**src/fcd_pkg.sv**
```systemverilog
/*
 * Constants for the host-side controller of a parallel NOR flash command
 * decoder: command codes, unlock addresses, ident offsets and bus timing.
 * Assumes a 25 MHz system clock and a word-mode (x16) flash.
 */
package fcd_pkg;
    // ------------------------------------------------------------
    // Bus widths
    // ------------------------------------------------------------
    localparam int ADDR_W = 22;
    localparam int DATA_W = 16;
    localparam int BUF_WORDS = 16;

    // ------------------------------------------------------------
    // Unlock and command addresses, word mode
    // ------------------------------------------------------------
    localparam logic [ADDR_W-1:0] UNLOCK_ADDR1 = 22'h000555;
    localparam logic [ADDR_W-1:0] UNLOCK_ADDR2 = 22'h0002aa;
    localparam logic [ADDR_W-1:0] ANY_ADDR = 22'h000000;
    localparam logic [ADDR_W-1:0] SECTOR_MASK = 22'h3ff000;
    localparam logic [ADDR_W-1:0] OFS_MANUF = 22'h000000;
    localparam logic [ADDR_W-1:0] OFS_ID1 = 22'h000001;
    localparam logic [ADDR_W-1:0] OFS_ID2 = 22'h00000e;
    localparam logic [ADDR_W-1:0] OFS_ID3 = 22'h00000f;
    localparam logic [ADDR_W-1:0] OFS_LOCKIND = 22'h000003;
    localparam logic [ADDR_W-1:0] OFS_PROT = 22'h000002;

    // ------------------------------------------------------------
    // Data codes
    // ------------------------------------------------------------
    localparam logic [DATA_W-1:0] D_UNLOCK1 = 16'h00aa;
    localparam logic [DATA_W-1:0] D_UNLOCK2 = 16'h0055;
    localparam logic [DATA_W-1:0] D_RESET = 16'h00f0;
    localparam logic [DATA_W-1:0] D_IDENT = 16'h0090;
    localparam logic [DATA_W-1:0] D_OTP_ENTER = 16'h0088;
    localparam logic [DATA_W-1:0] D_OTP_EXIT = 16'h0000;
    localparam logic [DATA_W-1:0] D_PROGRAM = 16'h00a0;
    localparam logic [DATA_W-1:0] D_ERASE_SETUP = 16'h0080;
    localparam logic [DATA_W-1:0] D_CHIP_ERASE = 16'h0010;
    localparam logic [DATA_W-1:0] D_SECTOR_ERASE = 16'h0030;
    localparam logic [DATA_W-1:0] D_SUSPEND = 16'h00b0;
    localparam logic [DATA_W-1:0] D_RESUME = 16'h0030;
    localparam logic [DATA_W-1:0] D_BUF_LOAD = 16'h0025;
    localparam logic [DATA_W-1:0] D_BUF_CONFIRM = 16'h0029;

    // ------------------------------------------------------------
    // Host commands
    // ------------------------------------------------------------
    typedef enum logic [3:0] {
        FCD_CMD_RESET, FCD_CMD_READ, FCD_CMD_IDENT, FCD_CMD_OTP_ENTER, FCD_CMD_OTP_EXIT,
        FCD_CMD_PROGRAM, FCD_CMD_CHIP_ERASE, FCD_CMD_SECTOR_ERASE, FCD_CMD_SUSPEND,
        FCD_CMD_RESUME, FCD_CMD_BUF_PROGRAM, FCD_CMD_BUF_ABORT
    } fcd_cmd_t;

    // ------------------------------------------------------------
    // Bus timing
    // ------------------------------------------------------------
    localparam int CLK_MHZ = 25;
    localparam int CLK_PERIOD_NS = 1000 / CLK_MHZ;
    localparam int GLITCH_NS = 5;
    localparam int STROBE_NS = 80;
    localparam int SETUP_NS = 40;
    localparam int READ_NS = 120;
    localparam int STROBE_CYC = (STROBE_NS + CLK_PERIOD_NS - 1) / CLK_PERIOD_NS;
    localparam int SETUP_CYC = (SETUP_NS + CLK_PERIOD_NS - 1) / CLK_PERIOD_NS;
    localparam int READ_CYC = (READ_NS + CLK_PERIOD_NS - 1) / CLK_PERIOD_NS;
    localparam int CNT_W = 4;
    localparam logic [CNT_W-1:0] CNT_ONE = 4'h1;
    localparam logic [4:0] SEQ_MAX = 5'h15;
endpackage

```
**src/fcd_bus_cycle.sv**
```systemverilog
/*
 * One asynchronous flash bus cycle, write or read, timed from the clock.
 * Latches address and data at start, so the caller need not hold them until done.
 */
module fcd_bus_cycle (
    // Clock and reset
    input wire logic i_clk,
    input wire logic i_rst_n,
    input wire logic i_ce,
    // Request
    input wire logic i_start,
    input wire logic i_write,
    input wire logic [fcd_pkg::ADDR_W-1:0] i_addr,
    input wire logic [fcd_pkg::DATA_W-1:0] i_wdata,
    output logic o_done,
    output logic [fcd_pkg::DATA_W-1:0] o_rdata,
    // Flash pins
    output logic [fcd_pkg::ADDR_W-1:0] o_addr,
    output logic [fcd_pkg::DATA_W-1:0] o_dq_out,
    output logic o_dq_oe,
    input wire logic [fcd_pkg::DATA_W-1:0] i_dq_sync,
    output logic o_cs_n,
    output logic o_we_n,
    output logic o_oe_n
);
    import fcd_pkg::*;

    typedef enum logic [1:0] {BC_IDLE, BC_SETUP, BC_STROBE, BC_HOLD} fcd_bc_t;

    fcd_bc_t state_ff, nxt_state;
    logic [CNT_W-1:0] cnt_ff, nxt_cnt;
    logic wr_ff, nxt_wr;
    logic [ADDR_W-1:0] addr_ff, nxt_addr;
    logic [DATA_W-1:0] wd_ff, nxt_wd, rd_ff, nxt_rd;

    always_comb begin
        nxt_state = state_ff;
        nxt_cnt = cnt_ff;
        nxt_wr = wr_ff;
        nxt_addr = addr_ff;
        nxt_wd = wd_ff;
        nxt_rd = rd_ff;
        o_done = 1'b0;
        case (state_ff)
            BC_IDLE: begin
                if (i_start) begin
                    nxt_wr = i_write;
                    nxt_addr = i_addr;
                    nxt_wd = i_wdata;
                    nxt_cnt = CNT_W'(SETUP_CYC);
                    nxt_state = BC_SETUP;
                end
            end
            BC_SETUP: begin
                // Address settles before any strobe falls
                if (cnt_ff == CNT_ONE) begin
                    nxt_cnt = wr_ff ? CNT_W'(STROBE_CYC) : CNT_W'(READ_CYC);
                    nxt_state = BC_STROBE;
                end else begin
                    nxt_cnt = cnt_ff - CNT_ONE;
                end
            end
            BC_STROBE: begin
                // Strobe lasts far beyond the glitch filter width
                if (cnt_ff == CNT_ONE) begin
                    nxt_rd = i_dq_sync;
                    nxt_state = BC_HOLD;
                end else begin
                    nxt_cnt = cnt_ff - CNT_ONE;
                end
            end
            BC_HOLD: begin
                o_done = 1'b1;
                nxt_state = BC_IDLE;
            end
            default: nxt_state = BC_IDLE;
        endcase
    end

    always_ff @(posedge i_clk or negedge i_rst_n) begin
        if (!i_rst_n) begin
            state_ff <= BC_IDLE;
            cnt_ff <= '0;
            wr_ff <= 1'b0;
            addr_ff <= '0;
            wd_ff <= '0;
            rd_ff <= '0;
        end else if (i_ce) begin
            state_ff <= nxt_state;
            cnt_ff <= nxt_cnt;
            wr_ff <= nxt_wr;
            addr_ff <= nxt_addr;
            wd_ff <= nxt_wd;
            rd_ff <= nxt_rd;
        end
    end

    // Write strobe only with output enable high: never both strobes low
    assign o_cs_n = !(state_ff == BC_STROBE);
    assign o_we_n = !(state_ff == BC_STROBE && wr_ff);
    assign o_oe_n = !(state_ff == BC_STROBE && !wr_ff);
    assign o_addr = addr_ff;
    assign o_dq_out = wd_ff;
    assign o_dq_oe = wr_ff && state_ff != BC_IDLE;
    assign o_rdata = rd_ff;
endmodule

```
**src/fcd_host.sv**
```systemverilog
/*
 * Host controller for a parallel NOR flash: turns one command request into
 * the write sequence, unlock-prefixed except for reset, suspend and resume, plus reads, over CS/WE/OE pins.
 * Assumes a word-mode flash and that i_supply_ok marks supply above lockout.
 */
// Operation
// Factory-locked region is never written by host; code refuses only FCD_CMD_PROGRAM requests there, not buffer programs
// Customer region programmable, then permanently protected
// Lock region: enter sequence, then protect
// Exit region mode before main array access
// No writes while supply below lockout; code only holds off new requests, a sequence already under way keeps writing
// Strobes far longer than glitch width
// Write only with CS, WE low, OE high
// Array read after power-up, no command
// No strobes during power-up
// Bad sequence returns flash to read
// Address, data stable through whole strobe
// Suspend/resume single cycle, only during sector erase
// Unlock writes AA@555, 55@2AA, code @555
// Reset is F0 to any address
// Ident mode reads codes at fixed offsets
// Region enter 88; exit 90 then 00
// Program: prefix, A0, address with data
// Erase: prefix, 80, prefix, 10 or 30
// Buffer: prefix, 25@sector, count, pairs
// Code 29 at sector starts buffer program
// Abort recovery: prefix then F0
// Load count is locations minus one
// Protect status reads 00 or 01
// Region mode maps region onto first sector
module fcd_host (
    // Clock and reset
    input wire logic i_clk,
    input wire logic i_reset_n,
    input wire logic i_clk_en,
    // Command request
    input wire logic i_req_valid,
    output logic o_req_ready,
    input wire fcd_pkg::fcd_cmd_t i_req_cmd,
    input wire logic [fcd_pkg::ADDR_W-1:0] i_req_addr,
    input wire logic [fcd_pkg::DATA_W-1:0] i_req_data,
    input wire logic [4:0] i_req_count,
    input wire logic i_supply_ok,
    input wire logic i_otp_factory_locked,
    // Buffer data
    input wire logic [fcd_pkg::DATA_W-1:0] i_buf_data [fcd_pkg::BUF_WORDS],
    // Answer
    output logic o_done,
    output logic o_rejected,
    output logic [fcd_pkg::DATA_W-1:0] o_rdata,
    output logic o_otp_mode,
    output logic o_erasing,
    // Flash pins
    output logic [fcd_pkg::ADDR_W-1:0] o_flash_addr,
    output logic [fcd_pkg::DATA_W-1:0] o_flash_dq_out,
    output logic o_flash_dq_oe,
    input wire logic [fcd_pkg::DATA_W-1:0] i_flash_dq_in,
    output logic o_flash_cs_n,
    output logic o_flash_we_n,
    output logic o_flash_oe_n
);
    import fcd_pkg::*;

    typedef enum logic [1:0] {H_IDLE, H_ISSUE, H_WAIT, H_DONE} fcd_host_t;

    // ------------------------------------------------------------
    // Reset release and pin synchronisers
    // ------------------------------------------------------------
    logic rst_s1_ff, rst_n;
    logic [DATA_W-1:0] dq_s1_ff, dq_s2_ff;
    logic sup_s1_ff, sup_s2_ff;

    always_ff @(posedge i_clk or negedge i_reset_n) begin
        if (!i_reset_n) begin
            rst_s1_ff <= 1'b0;
            rst_n <= 1'b0;
        end else begin
            rst_s1_ff <= 1'b1;
            rst_n <= rst_s1_ff;
        end
    end

    always_ff @(posedge i_clk or negedge rst_n) begin
        if (!rst_n) begin
            dq_s1_ff <= '0;
            dq_s2_ff <= '0;
            sup_s1_ff <= 1'b0;
            sup_s2_ff <= 1'b0;
        end else if (i_clk_en) begin
            dq_s1_ff <= i_flash_dq_in;
            dq_s2_ff <= dq_s1_ff;
            sup_s1_ff <= i_supply_ok;
            sup_s2_ff <= sup_s1_ff;
        end
    end

    // ------------------------------------------------------------
    // Sequence table
    // ------------------------------------------------------------
    function automatic logic [ADDR_W-1:0] sector_of(input logic [ADDR_W-1:0] a);
        return a & SECTOR_MASK;
    endfunction

    fcd_host_t state_ff, nxt_state;
    fcd_cmd_t cmd_ff, nxt_cmd;
    logic [ADDR_W-1:0] addr_ff, nxt_addr;
    logic [DATA_W-1:0] data_ff, nxt_data, rdata_ff, nxt_rdata;
    logic [4:0] cnt_ff, nxt_cnt, step_ff, nxt_step;
    logic otp_ff, nxt_otp, erase_ff, nxt_erase, rej_ff, nxt_rej;

    logic [4:0] seq_len;
    logic seq_wr;
    logic [ADDR_W-1:0] seq_addr;
    logic [DATA_W-1:0] seq_data;
    logic [4:0] bidx;
    logic bc_done, bc_start;
    logic [DATA_W-1:0] bc_rdata;

    always_comb begin
        seq_wr = 1'b1;
        seq_addr = UNLOCK_ADDR1;
        seq_data = D_UNLOCK1;
        seq_len = 5'h03;
        bidx = step_ff - 5'h05;
        // Prefix shared by multi-cycle commands
        if (step_ff == 5'h01) begin
            seq_addr = UNLOCK_ADDR2;
            seq_data = D_UNLOCK2;
        end
        case (cmd_ff)
            FCD_CMD_RESET: begin
                seq_len = 5'h01;
                seq_addr = ANY_ADDR;
                seq_data = D_RESET;
            end
            FCD_CMD_READ: begin
                seq_len = 5'h01;
                seq_wr = 1'b0;
                seq_addr = addr_ff;
            end
            FCD_CMD_IDENT: begin
                seq_len = 5'h04;
                if (step_ff == 5'h02) seq_data = D_IDENT;
                if (step_ff == 5'h03) begin
                    seq_wr = 1'b0;
                    seq_addr = addr_ff;
                end
            end
            FCD_CMD_OTP_ENTER: begin
                if (step_ff == 5'h02) seq_data = D_OTP_ENTER;
            end
            FCD_CMD_OTP_EXIT: begin
                seq_len = 5'h04;
                if (step_ff == 5'h02) seq_data = D_IDENT;
                if (step_ff == 5'h03) begin
                    seq_addr = ANY_ADDR;
                    seq_data = D_OTP_EXIT;
                end
            end
            FCD_CMD_PROGRAM: begin
                seq_len = 5'h04;
                if (step_ff == 5'h02) seq_data = D_PROGRAM;
                if (step_ff == 5'h03) begin
                    seq_addr = addr_ff;
                    seq_data = data_ff;
                end
            end
            FCD_CMD_CHIP_ERASE, FCD_CMD_SECTOR_ERASE: begin
                seq_len = 5'h06;
                if (step_ff == 5'h02) seq_data = D_ERASE_SETUP;
                if (step_ff == 5'h04) begin
                    seq_addr = UNLOCK_ADDR2;
                    seq_data = D_UNLOCK2;
                end
                if (step_ff == 5'h05) begin
                    seq_addr = (cmd_ff == FCD_CMD_SECTOR_ERASE) ? sector_of(addr_ff) : UNLOCK_ADDR1;
                    seq_data = (cmd_ff == FCD_CMD_SECTOR_ERASE) ? D_SECTOR_ERASE : D_CHIP_ERASE;
                end
            end
            FCD_CMD_SUSPEND, FCD_CMD_RESUME: begin
                seq_len = 5'h01;
                seq_addr = ANY_ADDR;
                seq_data = (cmd_ff == FCD_CMD_SUSPEND) ? D_SUSPEND : D_RESUME;
            end
            FCD_CMD_BUF_PROGRAM: begin
                // Count locations, then words, then the confirm write
                seq_len = cnt_ff + 5'h06;
                if (step_ff == 5'h02) begin
                    seq_addr = sector_of(addr_ff);
                    seq_data = D_BUF_LOAD;
                end else if (step_ff == 5'h03) begin
                    seq_addr = sector_of(addr_ff);
                    seq_data = {11'h000, cnt_ff};
                end else if (step_ff >= 5'h04 && step_ff < seq_len - 5'h01) begin
                    seq_addr = addr_ff + ADDR_W'(step_ff - 5'h04);
                    seq_data = i_buf_data[bidx[3:0] + 4'h1];
                    if (step_ff == 5'h04) seq_data = i_buf_data[0];
                end else if (step_ff == seq_len - 5'h01) begin
                    seq_addr = sector_of(addr_ff);
                    seq_data = D_BUF_CONFIRM;
                end
            end
            FCD_CMD_BUF_ABORT: begin
                if (step_ff == 5'h02) seq_data = D_RESET;
            end
            default: seq_len = 5'h01;
        endcase
    end

    // ------------------------------------------------------------
    // Command sequencer
    // ------------------------------------------------------------
    logic bad_req;

    always_comb begin
        nxt_state = state_ff;
        nxt_cmd = cmd_ff;
        nxt_addr = addr_ff;
        nxt_data = data_ff;
        nxt_cnt = cnt_ff;
        nxt_step = step_ff;
        nxt_otp = otp_ff;
        nxt_erase = erase_ff;
        nxt_rej = 1'b0;
        nxt_rdata = rdata_ff;
        bc_start = 1'b0;
        // Single-word programs to a factory-locked region, or suspend/resume outside a sector erase, are refused
        bad_req = (otp_ff && i_otp_factory_locked && i_req_cmd == FCD_CMD_PROGRAM)
            || ((i_req_cmd == FCD_CMD_SUSPEND || i_req_cmd == FCD_CMD_RESUME) && !erase_ff)
            || (i_req_cmd == FCD_CMD_BUF_PROGRAM && i_req_count > 5'(BUF_WORDS - 1));
        case (state_ff)
            H_IDLE: begin
                if (i_req_valid && sup_s2_ff) begin
                    if (bad_req) begin
                        nxt_rej = 1'b1;
                    end else begin
                        nxt_cmd = i_req_cmd;
                        nxt_addr = i_req_addr;
                        nxt_data = i_req_data;
                        nxt_cnt = i_req_count;
                        nxt_step = '0;
                        nxt_state = H_ISSUE;
                    end
                end
            end
            H_ISSUE: begin
                bc_start = 1'b1;
                nxt_state = H_WAIT;
            end
            H_WAIT: begin
                if (bc_done) begin
                    if (!seq_wr) nxt_rdata = bc_rdata;
                    if (step_ff == seq_len - 5'h01 || step_ff == SEQ_MAX) begin
                        nxt_state = H_DONE;
                    end else begin
                        nxt_step = step_ff + 5'h01;
                        nxt_state = H_ISSUE;
                    end
                end
            end
            H_DONE: begin
                case (cmd_ff)
                    FCD_CMD_OTP_ENTER: nxt_otp = 1'b1;
                    FCD_CMD_OTP_EXIT, FCD_CMD_RESET: nxt_otp = 1'b0;
                    FCD_CMD_SECTOR_ERASE: nxt_erase = 1'b1;
                    FCD_CMD_CHIP_ERASE: nxt_erase = 1'b0;
                    default: nxt_erase = erase_ff;
                endcase
                nxt_state = H_IDLE;
            end
            default: nxt_state = H_IDLE;
        endcase
        // Supply loss: flash resets, so host drops its mode knowledge
        if (!sup_s2_ff) begin
            nxt_otp = 1'b0;
            nxt_erase = 1'b0;
        end
    end

    always_ff @(posedge i_clk or negedge rst_n) begin
        if (!rst_n) begin
            state_ff <= H_IDLE;
            cmd_ff <= FCD_CMD_RESET;
            addr_ff <= '0;
            data_ff <= '0;
            cnt_ff <= '0;
            step_ff <= '0;
            otp_ff <= 1'b0;
            erase_ff <= 1'b0;
            rej_ff <= 1'b0;
            rdata_ff <= '0;
        end else if (i_clk_en) begin
            state_ff <= nxt_state;
            cmd_ff <= nxt_cmd;
            addr_ff <= nxt_addr;
            data_ff <= nxt_data;
            cnt_ff <= nxt_cnt;
            step_ff <= nxt_step;
            otp_ff <= nxt_otp;
            erase_ff <= nxt_erase;
            rej_ff <= nxt_rej;
            rdata_ff <= nxt_rdata;
        end
    end

    // Erasing flag is a host-side guess; a busy poll would refine it
    fcd_bus_cycle u_cycle (
        .i_clk(i_clk),
        .i_rst_n(rst_n),
        .i_ce(i_clk_en),
        .i_start(bc_start),
        .i_write(seq_wr),
        .i_addr(seq_addr),
        .i_wdata(seq_data),
        .o_done(bc_done),
        .o_rdata(bc_rdata),
        .o_addr(o_flash_addr),
        .o_dq_out(o_flash_dq_out),
        .o_dq_oe(o_flash_dq_oe),
        .i_dq_sync(dq_s2_ff),
        .o_cs_n(o_flash_cs_n),
        .o_we_n(o_flash_we_n),
        .o_oe_n(o_flash_oe_n)
    );

    assign o_req_ready = state_ff == H_IDLE && sup_s2_ff;
    assign o_done = state_ff == H_DONE;
    assign o_rejected = rej_ff;
    assign o_rdata = rdata_ff;
    assign o_otp_mode = otp_ff;
    assign o_erasing = erase_ff;
endmodule

```
**config.mk**
```make
export PLATFORM = sky130hd
export DESIGN_NAME = fcd_host
export DESIGN_NICKNAME = d
export VERILOG_FILES = /design/src/fcd_pkg.sv /design/src/fcd_bus_cycle.sv /design/src/fcd_host.sv
export SDC_FILE = /design/constraint.sdc
export NUM_CORES = 1
export LEC_CHECK = 0
export BUFFER_PORTS_ARGS = -buffer_cell sky130_fd_sc_hd__buf_2
export CELL_PAD_IN_SITES_DETAIL_PLACEMENT = 1
export CELL_PAD_IN_SITES_GLOBAL_PLACEMENT = 1
export CORE_UTILIZATION = 31
export DETAILED_ROUTE_END_ITERATION = 16
export PLACE_DENSITY_LB_ADDON = 0.3
export SYNTH_ARGS = -nofsm -noshare
export SYNTH_HDL_FRONTEND = slang
export SYNTH_HIERARCHICAL = 1
export SYNTH_SLANG_ARGS = --single-unit
```
**constraint.sdc**
```tcl
create_clock -name i_clk -period 7.1 [get_ports i_clk]
set_input_delay 0 -clock i_clk [delete_from_list [all_inputs] [get_ports i_clk]]
set_output_delay 0 -clock i_clk [all_outputs]
set_load 0.01 [all_outputs]
```
# == Word level (Yosys, flattened, before mapping) ==
# Index checks and enable logic that the tools add are counted.
# word_totals
reg_bits,170
in_bits,325
output_inout_bits,63
wordCells,186
# op_classes
n_addsub,9
n_lt_le_gt_ge,4
eq_ne,41
muxes,65
bitwise,3
n_reduce_logical,42
# op_table
cell,count
two-way mux 16 bit,16
two-way mux 22 bit,9
case mux 16 bit (9 select lines),1
case mux 22 bit (6 select lines),1
binary-select mux 16 bit (select 4 bit),1
equality test 4 bit (second input constant),7
adder 22 bit,1
equality test 4 x 3 -> 1 bit (second input constant),5
two-way mux 5 bit,4
case mux 5 bit (4 select lines),1
AND reduction 4 bit,5
two-way mux 8 bit,2
case mux 2 bit (4 select lines),2
two-way mux 2 bit,7
!= test 2 bit (second input constant),7
two-way mux 4 bit,3
case mux 4 bit (3 select lines),1
AND reduction 3 bit,4
two-way mux 1 bit,11
two-way mux 11 bit,1
equality test 5 x 2 -> 1 bit (second input constant),2
equality test 5 x 3 -> 1 bit (second input constant),2
equality test 5 bit,2
logical AND 1 bit,10
other kinds (33),59

# == Depth between registers and ports, before layout ==
# Gate-level depths: netlist of run 1.
# logic_depth
ltp_word,11
mapped_depth,16
depth_no_buf,15

# == By module ==
# Netlist of run 1, hierarchy kept.
# modules_own_cells
module,n_inst,cells_per_inst,area_each_um2,seq_area_each_um2
fcd_host,1,911,9240.1,2727.6
fcd_bus_cycle,1,169,2582.5,1526.5

# == Worst setup path after synthesis of run 1 ==
# OpenSTA, ideal clock, no wires.
# synth_timing
path_kind,register to register
start,reg step_ff[2]
end,reg u_cycle.addr_ff[15] (netlist: u_cycle/o_addr[15])
arrival_ns,3.830
t_required_ns,6.975
setup_slack_ns,3.145
stages_incl_launch_ff,12
n_path_buf,1
period_less_slack_ns,3.955
cell_sequence,dfrtp_1 clkbuf_1 nor3_1 ha_1 o21a_1 o211ai_1 o21ai_0 o21bai_1 a21oi_1 or3_1 a32o_1 mux2_2
# synth_between
elab_chain_len,6
# synth_rtl
element,line,source
start: declaration,fcd_host.sv:108,"logic [4:0] cnt_ff, nxt_cnt, step_ff, nxt_step;"
start signal: assignment,fcd_host.sv:298,step_ff <= nxt_step;
"subtractor 5 x 3 -> 6 bit, or another cell as far along",fcd_host.sv:195,seq_addr = addr_ff + ADDR_W'(step_ff - 5'h04);
"adder 22 bit, or another cell as far along",fcd_host.sv:195,
two-way mux 22 bit,fcd_host.sv:194,end else if (step_ff >= 5'h04 && step_ff < seq_len - 5'h01) begin
two-way mux 22 bit,fcd_host.sv:191,end else if (step_ff == 5'h03) begin
two-way mux 22 bit,fcd_host.sv:188,if (step_ff == 5'h02) begin
case mux 22 bit (6 select lines) *,fcd_host.sv:130,case (cmd_ff)
net seq_addr[15],fcd_host.sv:113,logic [ADDR_W-1:0] seq_addr;
end signal: assignment,fcd_bus_cycle.sv:92,addr_ff <= nxt_addr;
end: declaration,fcd_bus_cycle.sv:33,"logic [ADDR_W-1:0] addr_ff, nxt_addr;"
# Mark *: on every way through the listed nets, which the timed path passes. The rest lies on a longest branch.
# A chain may end at the register's enable or synchronous reset.

# == Worst setup path in the final report of run 1 ==
# layout_timing
start,reg step_ff[2]
end,reg u_cycle.addr_ff[19] (netlist: u_cycle/o_addr[19])
# Same word-level chain as after synthesis.

==> out/summary.txt, run 1 <==
Status: completed
PD cells: 437 nW/um2
Period Utilization, post-route: 0.623
Critical path startpoint category: flip-flop
Drt wl/cell: 21.8 um
Synth warn: 6
DRT Pass-1 Iters: 7
Fmax: 226 MHz
Hold Vio Cnt, Final: 0
Async SR Flop Fraction: 1.00
Final setup vio count: 0
Critical Path Source: step_ff[2]
#FFs+latches synth: 170
Most frequent cells in the layout: buf_2 (387), dfrtp_1 (167), mux2_2 (138)
Drt total wl: 44,200 um
Max cap viols: 0
Die Y: 197 um
Initial drt markers: 534
Design Power: 6760 uW
Top FF cell, synth: dfrtp_1
Root buffer cell: clkbuf_16
Clock transition at the registers of the reported paths: 0.08 ns
Data required, critical path: 7.48 ns
Worst reg2reg startpoint: step_ff[2]
CTS H-Tree Depth: 4
Maximum vdd drop: 199 uV
Sequential share of the synthesized area: 0.360
Area growth, synth to finish: 30.7%
# rows: 71
P_leak: 0.00715 uW
Die width: 197 um
Gr ovfl total: 0
Initial antenna violation count: 3
GPL Wtd Cong: 0.948
Vias in the first global route: 11,500
Post-layout net count: 1,875
Post-layout min period: 4.42 ns
Post-synth net total: 1,453
Hold Worst Slack: 0.0213 ns
RSZ-0062 raised after global routing: no
CTS tree: done
Top-area cell type share of the netlist area: 0.360
Post-DP Area: 14,200 um2
Largest cells by area after synthesis: dfrtp_1 (36%), mux2_2 (13%), mux4_2 (13%), ha_1 (5.0%), o21ai_0 (3.3%)
HP Class: primary input to flip-flop
Hold_sp: i_buf_data[248]
WP data arrival: 4.80 ns
Latest clock arrival within the worst-skew pair: 0.44 ns
Final core area utilization: 0.411
Max Root-Sink Buffers: 2
Gate Count Post-Synth: 1,080
Layout cells sized above 1: 0.441
WS Path Type: flip-flop to flip-flop
Vias per inst: 5.23
Via Count: 10,600
Max_slew headroom: 0.286
Hpwl dp: 34,600 um
IO buf count: 387
Syn avg cell area: 10.9 um2
TritonCTS buffer count: 17
Clk_skew: 0.0128 ns
CTS resizes: 0
Finished Cell Area: 15,500 um2
Post-synth EDFFs: 0
Slew @ Worst Pin: 1.07 ns
TNS Setup: 0 ns
Overall routing resource usage: 0.232
Synthesized cell area: 11,800 um2
Num Clock Sinks: 170
Leading area contributor after synthesis: dfrtp_1
Initial Util: 0.315
# IOs: 388
First-pass GRT wire length: 68,400 um
Fin. max-slew vios: 0
DRC: 0
Largest net degree at the start of global routing: 73
Crit path max fanout: 18
Most common cell after layout, fill and taps aside: buf_2
Total Die Area: 38,900 um2
Post-route ant nets: 0
Fill cells: 4,279
Crit path capture type: flip-flop
Core ar.: 37,600 um2
Distinct cell type count after synthesis: 69
==> synthesized netlist by cell type, drive strengths merged (10+ instances only) <==
cell	count
a21oi	65
buf	32
nor2	41
clkbuf	29
nand2b	13
ha	47
a31oi	13
a21o	10
nand2	98
nand3	21
mux2i	28
inv	31
o221ai	11
o22ai	11
mux2	150
xnor2	17
nor2b	15
dfrtp	170
mux4	68
xor2	10
o21ai	82
==> repair_timing <==
| action | in CTS | in global routing |
|---|---|---|
| hold buffers | 66 | 0 |
| setup buffers | 0 | 0 |
| endpoints found under the hold margin | 66 | 0 |
| endpoints found under the setup margin | 0 | 0 |
==> routing by layer <==
layer | part of all wire | up-vias | GRT usage
li1 | - | 4908 | -
met1 | 0.43 | 5325 | 0.298
met4 | 0.025 | 0 | 0.0729
met5 | 0 | - | 0
met2 | 0.50 | 313 | 0.394
met3 | 0.042 | 54 | 0.0415
==> area by class of cell <==
class                           count  area, um2  area share
Tap cell                          511        639      0.0414
Clock inverter                     14        150     0.00971
Antenna cell                        3       7.51    0.000486
Multi-Input combinational cell    818       7180       0.464
Timing Repair Buffer              464       2680       0.173
Clock buffer                       17        425      0.0275
Inverter                           31        116     0.00753
Sequential cell                   170       4260       0.276
==> worst paths after layout <==
path / to / slack, ns / cells after the start
setup / recovery: u_cycle/o_addr[19] / 2.68 / 11
max in group asynchronous: u_cycle/cnt_ff[3] / 5.42 / 1
hold / removal: u_cycle/o_dq_out[8] / 0.02 / 4
min in group asynchronous: addr_ff[13] / 0.33 / 0
hold reg to reg: addr_ff[13] / 0.33 / 0
setup reg to reg: u_cycle/o_addr[19] / 2.68 / 11
==> metrics by stage <==
step | worst slack [ns] | instances
4_1_cts | 2.70 | 2025
3_5_place_dp | 2.74 | 1928
2_1_floorplan | 2.01 | 1080
6_report | 2.68 | 2028
5_1_grt | 2.33 | 2028
3_3_place_gp | 2.90 | 1928
==> worst max-delay path, stage by stage, from the launching register on <==
cell      delay (ns)
dfrtp_1         0.72
buf_4           0.34
ha_1            0.25
nand3b_1        0.66
a221oi_1        0.53
o21ai_1         0.27
buf_4           0.28
nor2_1          0.61
nand4_1         0.15
or2_2           0.31
nand3_1         0.07
mux2_2          0.14
==> state kept, by name, summed over array words and instances (netlist names) <==
signal / cells
o_otp_mode: 1
o_erasing: 1
o_rejected: 1
rst_s1_ff: 1
dq_s2_ff: 16
data_ff: 16
u_cycle/state_ff: 2
sup_s1_ff: 1
u_cycle/o_addr: 22
dq_s1_ff: 16
step_ff: 5
cmd_ff: 4
u_cycle/o_rdata: 16
cnt_ff: 5
u_cycle/wr_ff: 1
u_cycle/o_dq_out: 16
u_cycle/cnt_ff: 4
sup_s2_ff: 1
o_rdata: 16
addr_ff: 22
rst_n: 1
state_ff: 2
==> kinds of logic after synthesis <==
logic type / synth area share
other: 0.000317
xor gates and xnor gates: 0.0200
AOI/OAI and AO/OA: 0.131
buffers and inverters: 0.0350
DFF: 0.360
adders and majority gates: 0.0514
muxes: 0.300
and+or+nand+nor: 0.102
==> report_power, final <==
group	switching (uW)	leakage [uW]	internal, uW
registers	355	0.00214	1270
clock network	457	0.000275	468
logic	2320	0.00473	1890
Power figures use the tool's default switching activity.
==> inputs of run 2 (changes only) <==
- clock period: 7.1 -> 4.63 ns (I/O delays scaled with it)
==> out/summary.txt, run 2 (synthesis results as in run 1) <==
Net switching power: 4830 uW (+54%)
Area growth, synth to finish: 31.8%
Max Root-Sink Buffers: 2 (unchanged)
Clock share of power: 0.141 (+0.004)
Max cap viols: 0 (unchanged)
# IOs: 388 (unchanged)
Maximum vdd drop: 286 uV (+43%)
DRC: 0 (unchanged)
Die Y: 197 um (unchanged)
Post-layout net count: 1,885 (+0.53%)
Status: completed
Via Count: 10,700 (+0.48%)
HP Class: primary input to flip-flop
Fin. max-slew vios: 0 (unchanged)
Fmax: 243 MHz (+7.6%)
GPL Wtd Cong: 0.934 (-1.5%)
WP data arrival: 4.42 ns (-0.38 ns)
Final setup vio count: 0 (unchanged)
Finished Cell Area: 15,600 um2 (+0.83%)
Crit path max fanout: 24 (+6)
Max_slew headroom: 0.266 (-0.0193)
Critical path startpoint category: flip-flop
Slew @ Worst Pin: 1.10 ns (+0.0289 ns)
Data required, critical path: 4.94 ns (-2.54 ns)
Initial drt markers: 502 (-6.0%)
Core ar.: 37,600 um2 (unchanged)
Gr ovfl total: 0 (unchanged)
Largest net degree at the start of global routing: 169 (+130%)
Sw Ratio: 0.461 (-0.00226)
P_leak: 0.00722 uW (+0.97%)
Vias in the first global route: 11,600 (+1.2%)
IO buf count: 387 (unchanged)
First-pass GRT wire length: 66,900 um (-2.1%)
Initial Util: 0.315 (unchanged)
Drt wl/cell: 21.4 um (-1.8%)
Final worst setup slack: 0.523 ns (-2.16 ns)
Period Utilization, post-route: 0.887 (+0.264)
Most frequent cells in the layout: buf_2 (387), dfrtp_1 (167), mux2_2 (138)
Post-CTS setup buffer count: 0 (unchanged)
Drt total wl: 43,700 um (-1.3%)
CTS H-Tree Depth: 4 (unchanged)
DRT Pass-1 Iters: 4 (-3)
Post-DP Area: 14,300 um2 (+0.48%)
Most common cell after layout, fill and taps aside: buf_2
TritonCTS buffer count: 17 (unchanged)
Hold Vio Cnt, Final: 0 (unchanged)
Initial antenna violation count: 2 (-1)
Pre-CTS setup slack: 0.568 ns (-2.18 ns)
Int Pwr: 5650 uW (+56%)
Design Power: 10,500 uW (+55%)
Clk_skew: 0.0194 ns (+0.00662 ns)
TNS Setup: 0 ns (unchanged)
Post-layout min period: 4.11 ns (-0.314 ns)
PD cells: 673 nW/um2 (+54%)
Total Die Area: 38,900 um2 (unchanged)
Power share of the sequential group: 0.234 (-0.007)
Combinational share of power: 0.625 (+0.003)
Post-route ant nets: 0 (unchanged)
CTS tree: done
Multi-input combinational cell area: 7180 um2 (about the same)
Reg area: 4260 um2 (unchanged)
Num Clock Sinks: 170 (unchanged)
Crit path capture type: flip-flop
Layout cells sized above 1: 0.443 (+0.00207)
Clock transition at the registers of the reported paths: 0.08 ns (about the same)
Overall routing resource usage: 0.227 (-0.00525)
Vias per inst: 5.23 (about the same)
RSZ-0062 raised after global routing: no
Fill cells: 4,332 (+1.2%)
Hpwl dp: 33,800 um (-2.4%)
# rows: 71 (unchanged)
Root buffer cell: clkbuf_16
Die width: 197 um (unchanged)
WS Path Type: flip-flop to flip-flop
Latest clock arrival within the worst-skew pair: 0.44 ns (about the same)
[run 2: cell count changes in the layout (fill, tap and decap cells not counted), sizes merged]
cell / delta
diode: -1
clkinvlp: -1
buf: +7
dlygate4sd3: +3
bufinv: +1
clkinv: +2
inv: -2
clkbuf: +1
[run 2: per-layer routing]
metal / share of wire / vias to the layer above / track usage
met1: 0.42 / 5371 / 0.276
met2: 0.50 / 296 / 0.394
met5: 0 / - / 0
li1: - / 4925 / -
met3: 0.047 / 59 / 0.0400
met4: 0.033 / 0 / 0.0902
[run 2: final timing paths]
kind                                 startpoint                  end  slack, ns  depth (start not counted)
worst max-delay path                  cnt_ff[1]   u_cycle/o_addr[19]       0.52                         15
worst min-delay path            i_buf_data[248]  u_cycle/o_dq_out[8]       0.02                          4
worst max register to register        cnt_ff[1]   u_cycle/o_addr[19]       0.52                         15
worst min register to register        rst_s1_ff                rst_n       0.37                          0
max in group asynchronous                 rst_n           step_ff[0]       3.36                          1
min in group asynchronous             i_reset_n                rst_n       0.41                          3
[run 2: what timing repair did]
| action | CTS | global route |
|---|---|---|
| hold buffers | 69 | 0 |
| hold endpoints to repair | 71 | 0 |
| gates resized for setup | 0 | 0 |
[run 2: metrics by stage]
| step | hold slack, ns | cells | utilization |
|---|---|---|---|
| 3_3_place_gp | -0.214 | 1935 | 0.380 |
| 5_1_grt | 0.0488 | 2038 | 0.415 |
| 6_report | 0.0192 | 2038 | 0.415 |
| 2_1_floorplan | -0.296 | 1080 | - |
| 4_1_cts | 0.00429 | 2036 | 0.415 |
| 3_5_place_dp | -0.209 | 1935 | 0.380 |
[run 2: layout make-up]
class,count,share of cell area
tap,511,0.0410
sequential,170,0.274
multi-input combinational,818,0.461
antenna,2,0.000321
clock inverter,14,0.0114
timing repair buffer,474,0.178
inverter,31,0.00747
clock buffer,18,0.0275
[run 2: power groups by stage]
stage / clock, uW / sequential (uW) / combinational (uW)
after global routing: 1570 / 2530 / 7210
after CTS: 1530 / 2460 / 6560
after global placement: 0 / 2450 / 6360
after floorplan: 0 / 2300 / 4780
after detailed placement: 0 / 2470 / 6470
final: 1480 / 2450 / 6550
[run 2: worst max-delay path: stages, from the launching register on]
cell,delay [ns]
dfrtp_1,0.50
inv_1,0.12
ha_1,0.25
nand2b_1,0.18
nand2_1,0.16
nand3_1,0.12
xnor2_1,0.14
ha_1,0.31
and4_1,0.23
a221oi_1,0.35
o21ai_2,0.38
a2bb2oi_1,0.24
o21ai_1,0.34
a21oi_1,0.28
nand3_1,0.09
mux2_2,0.27
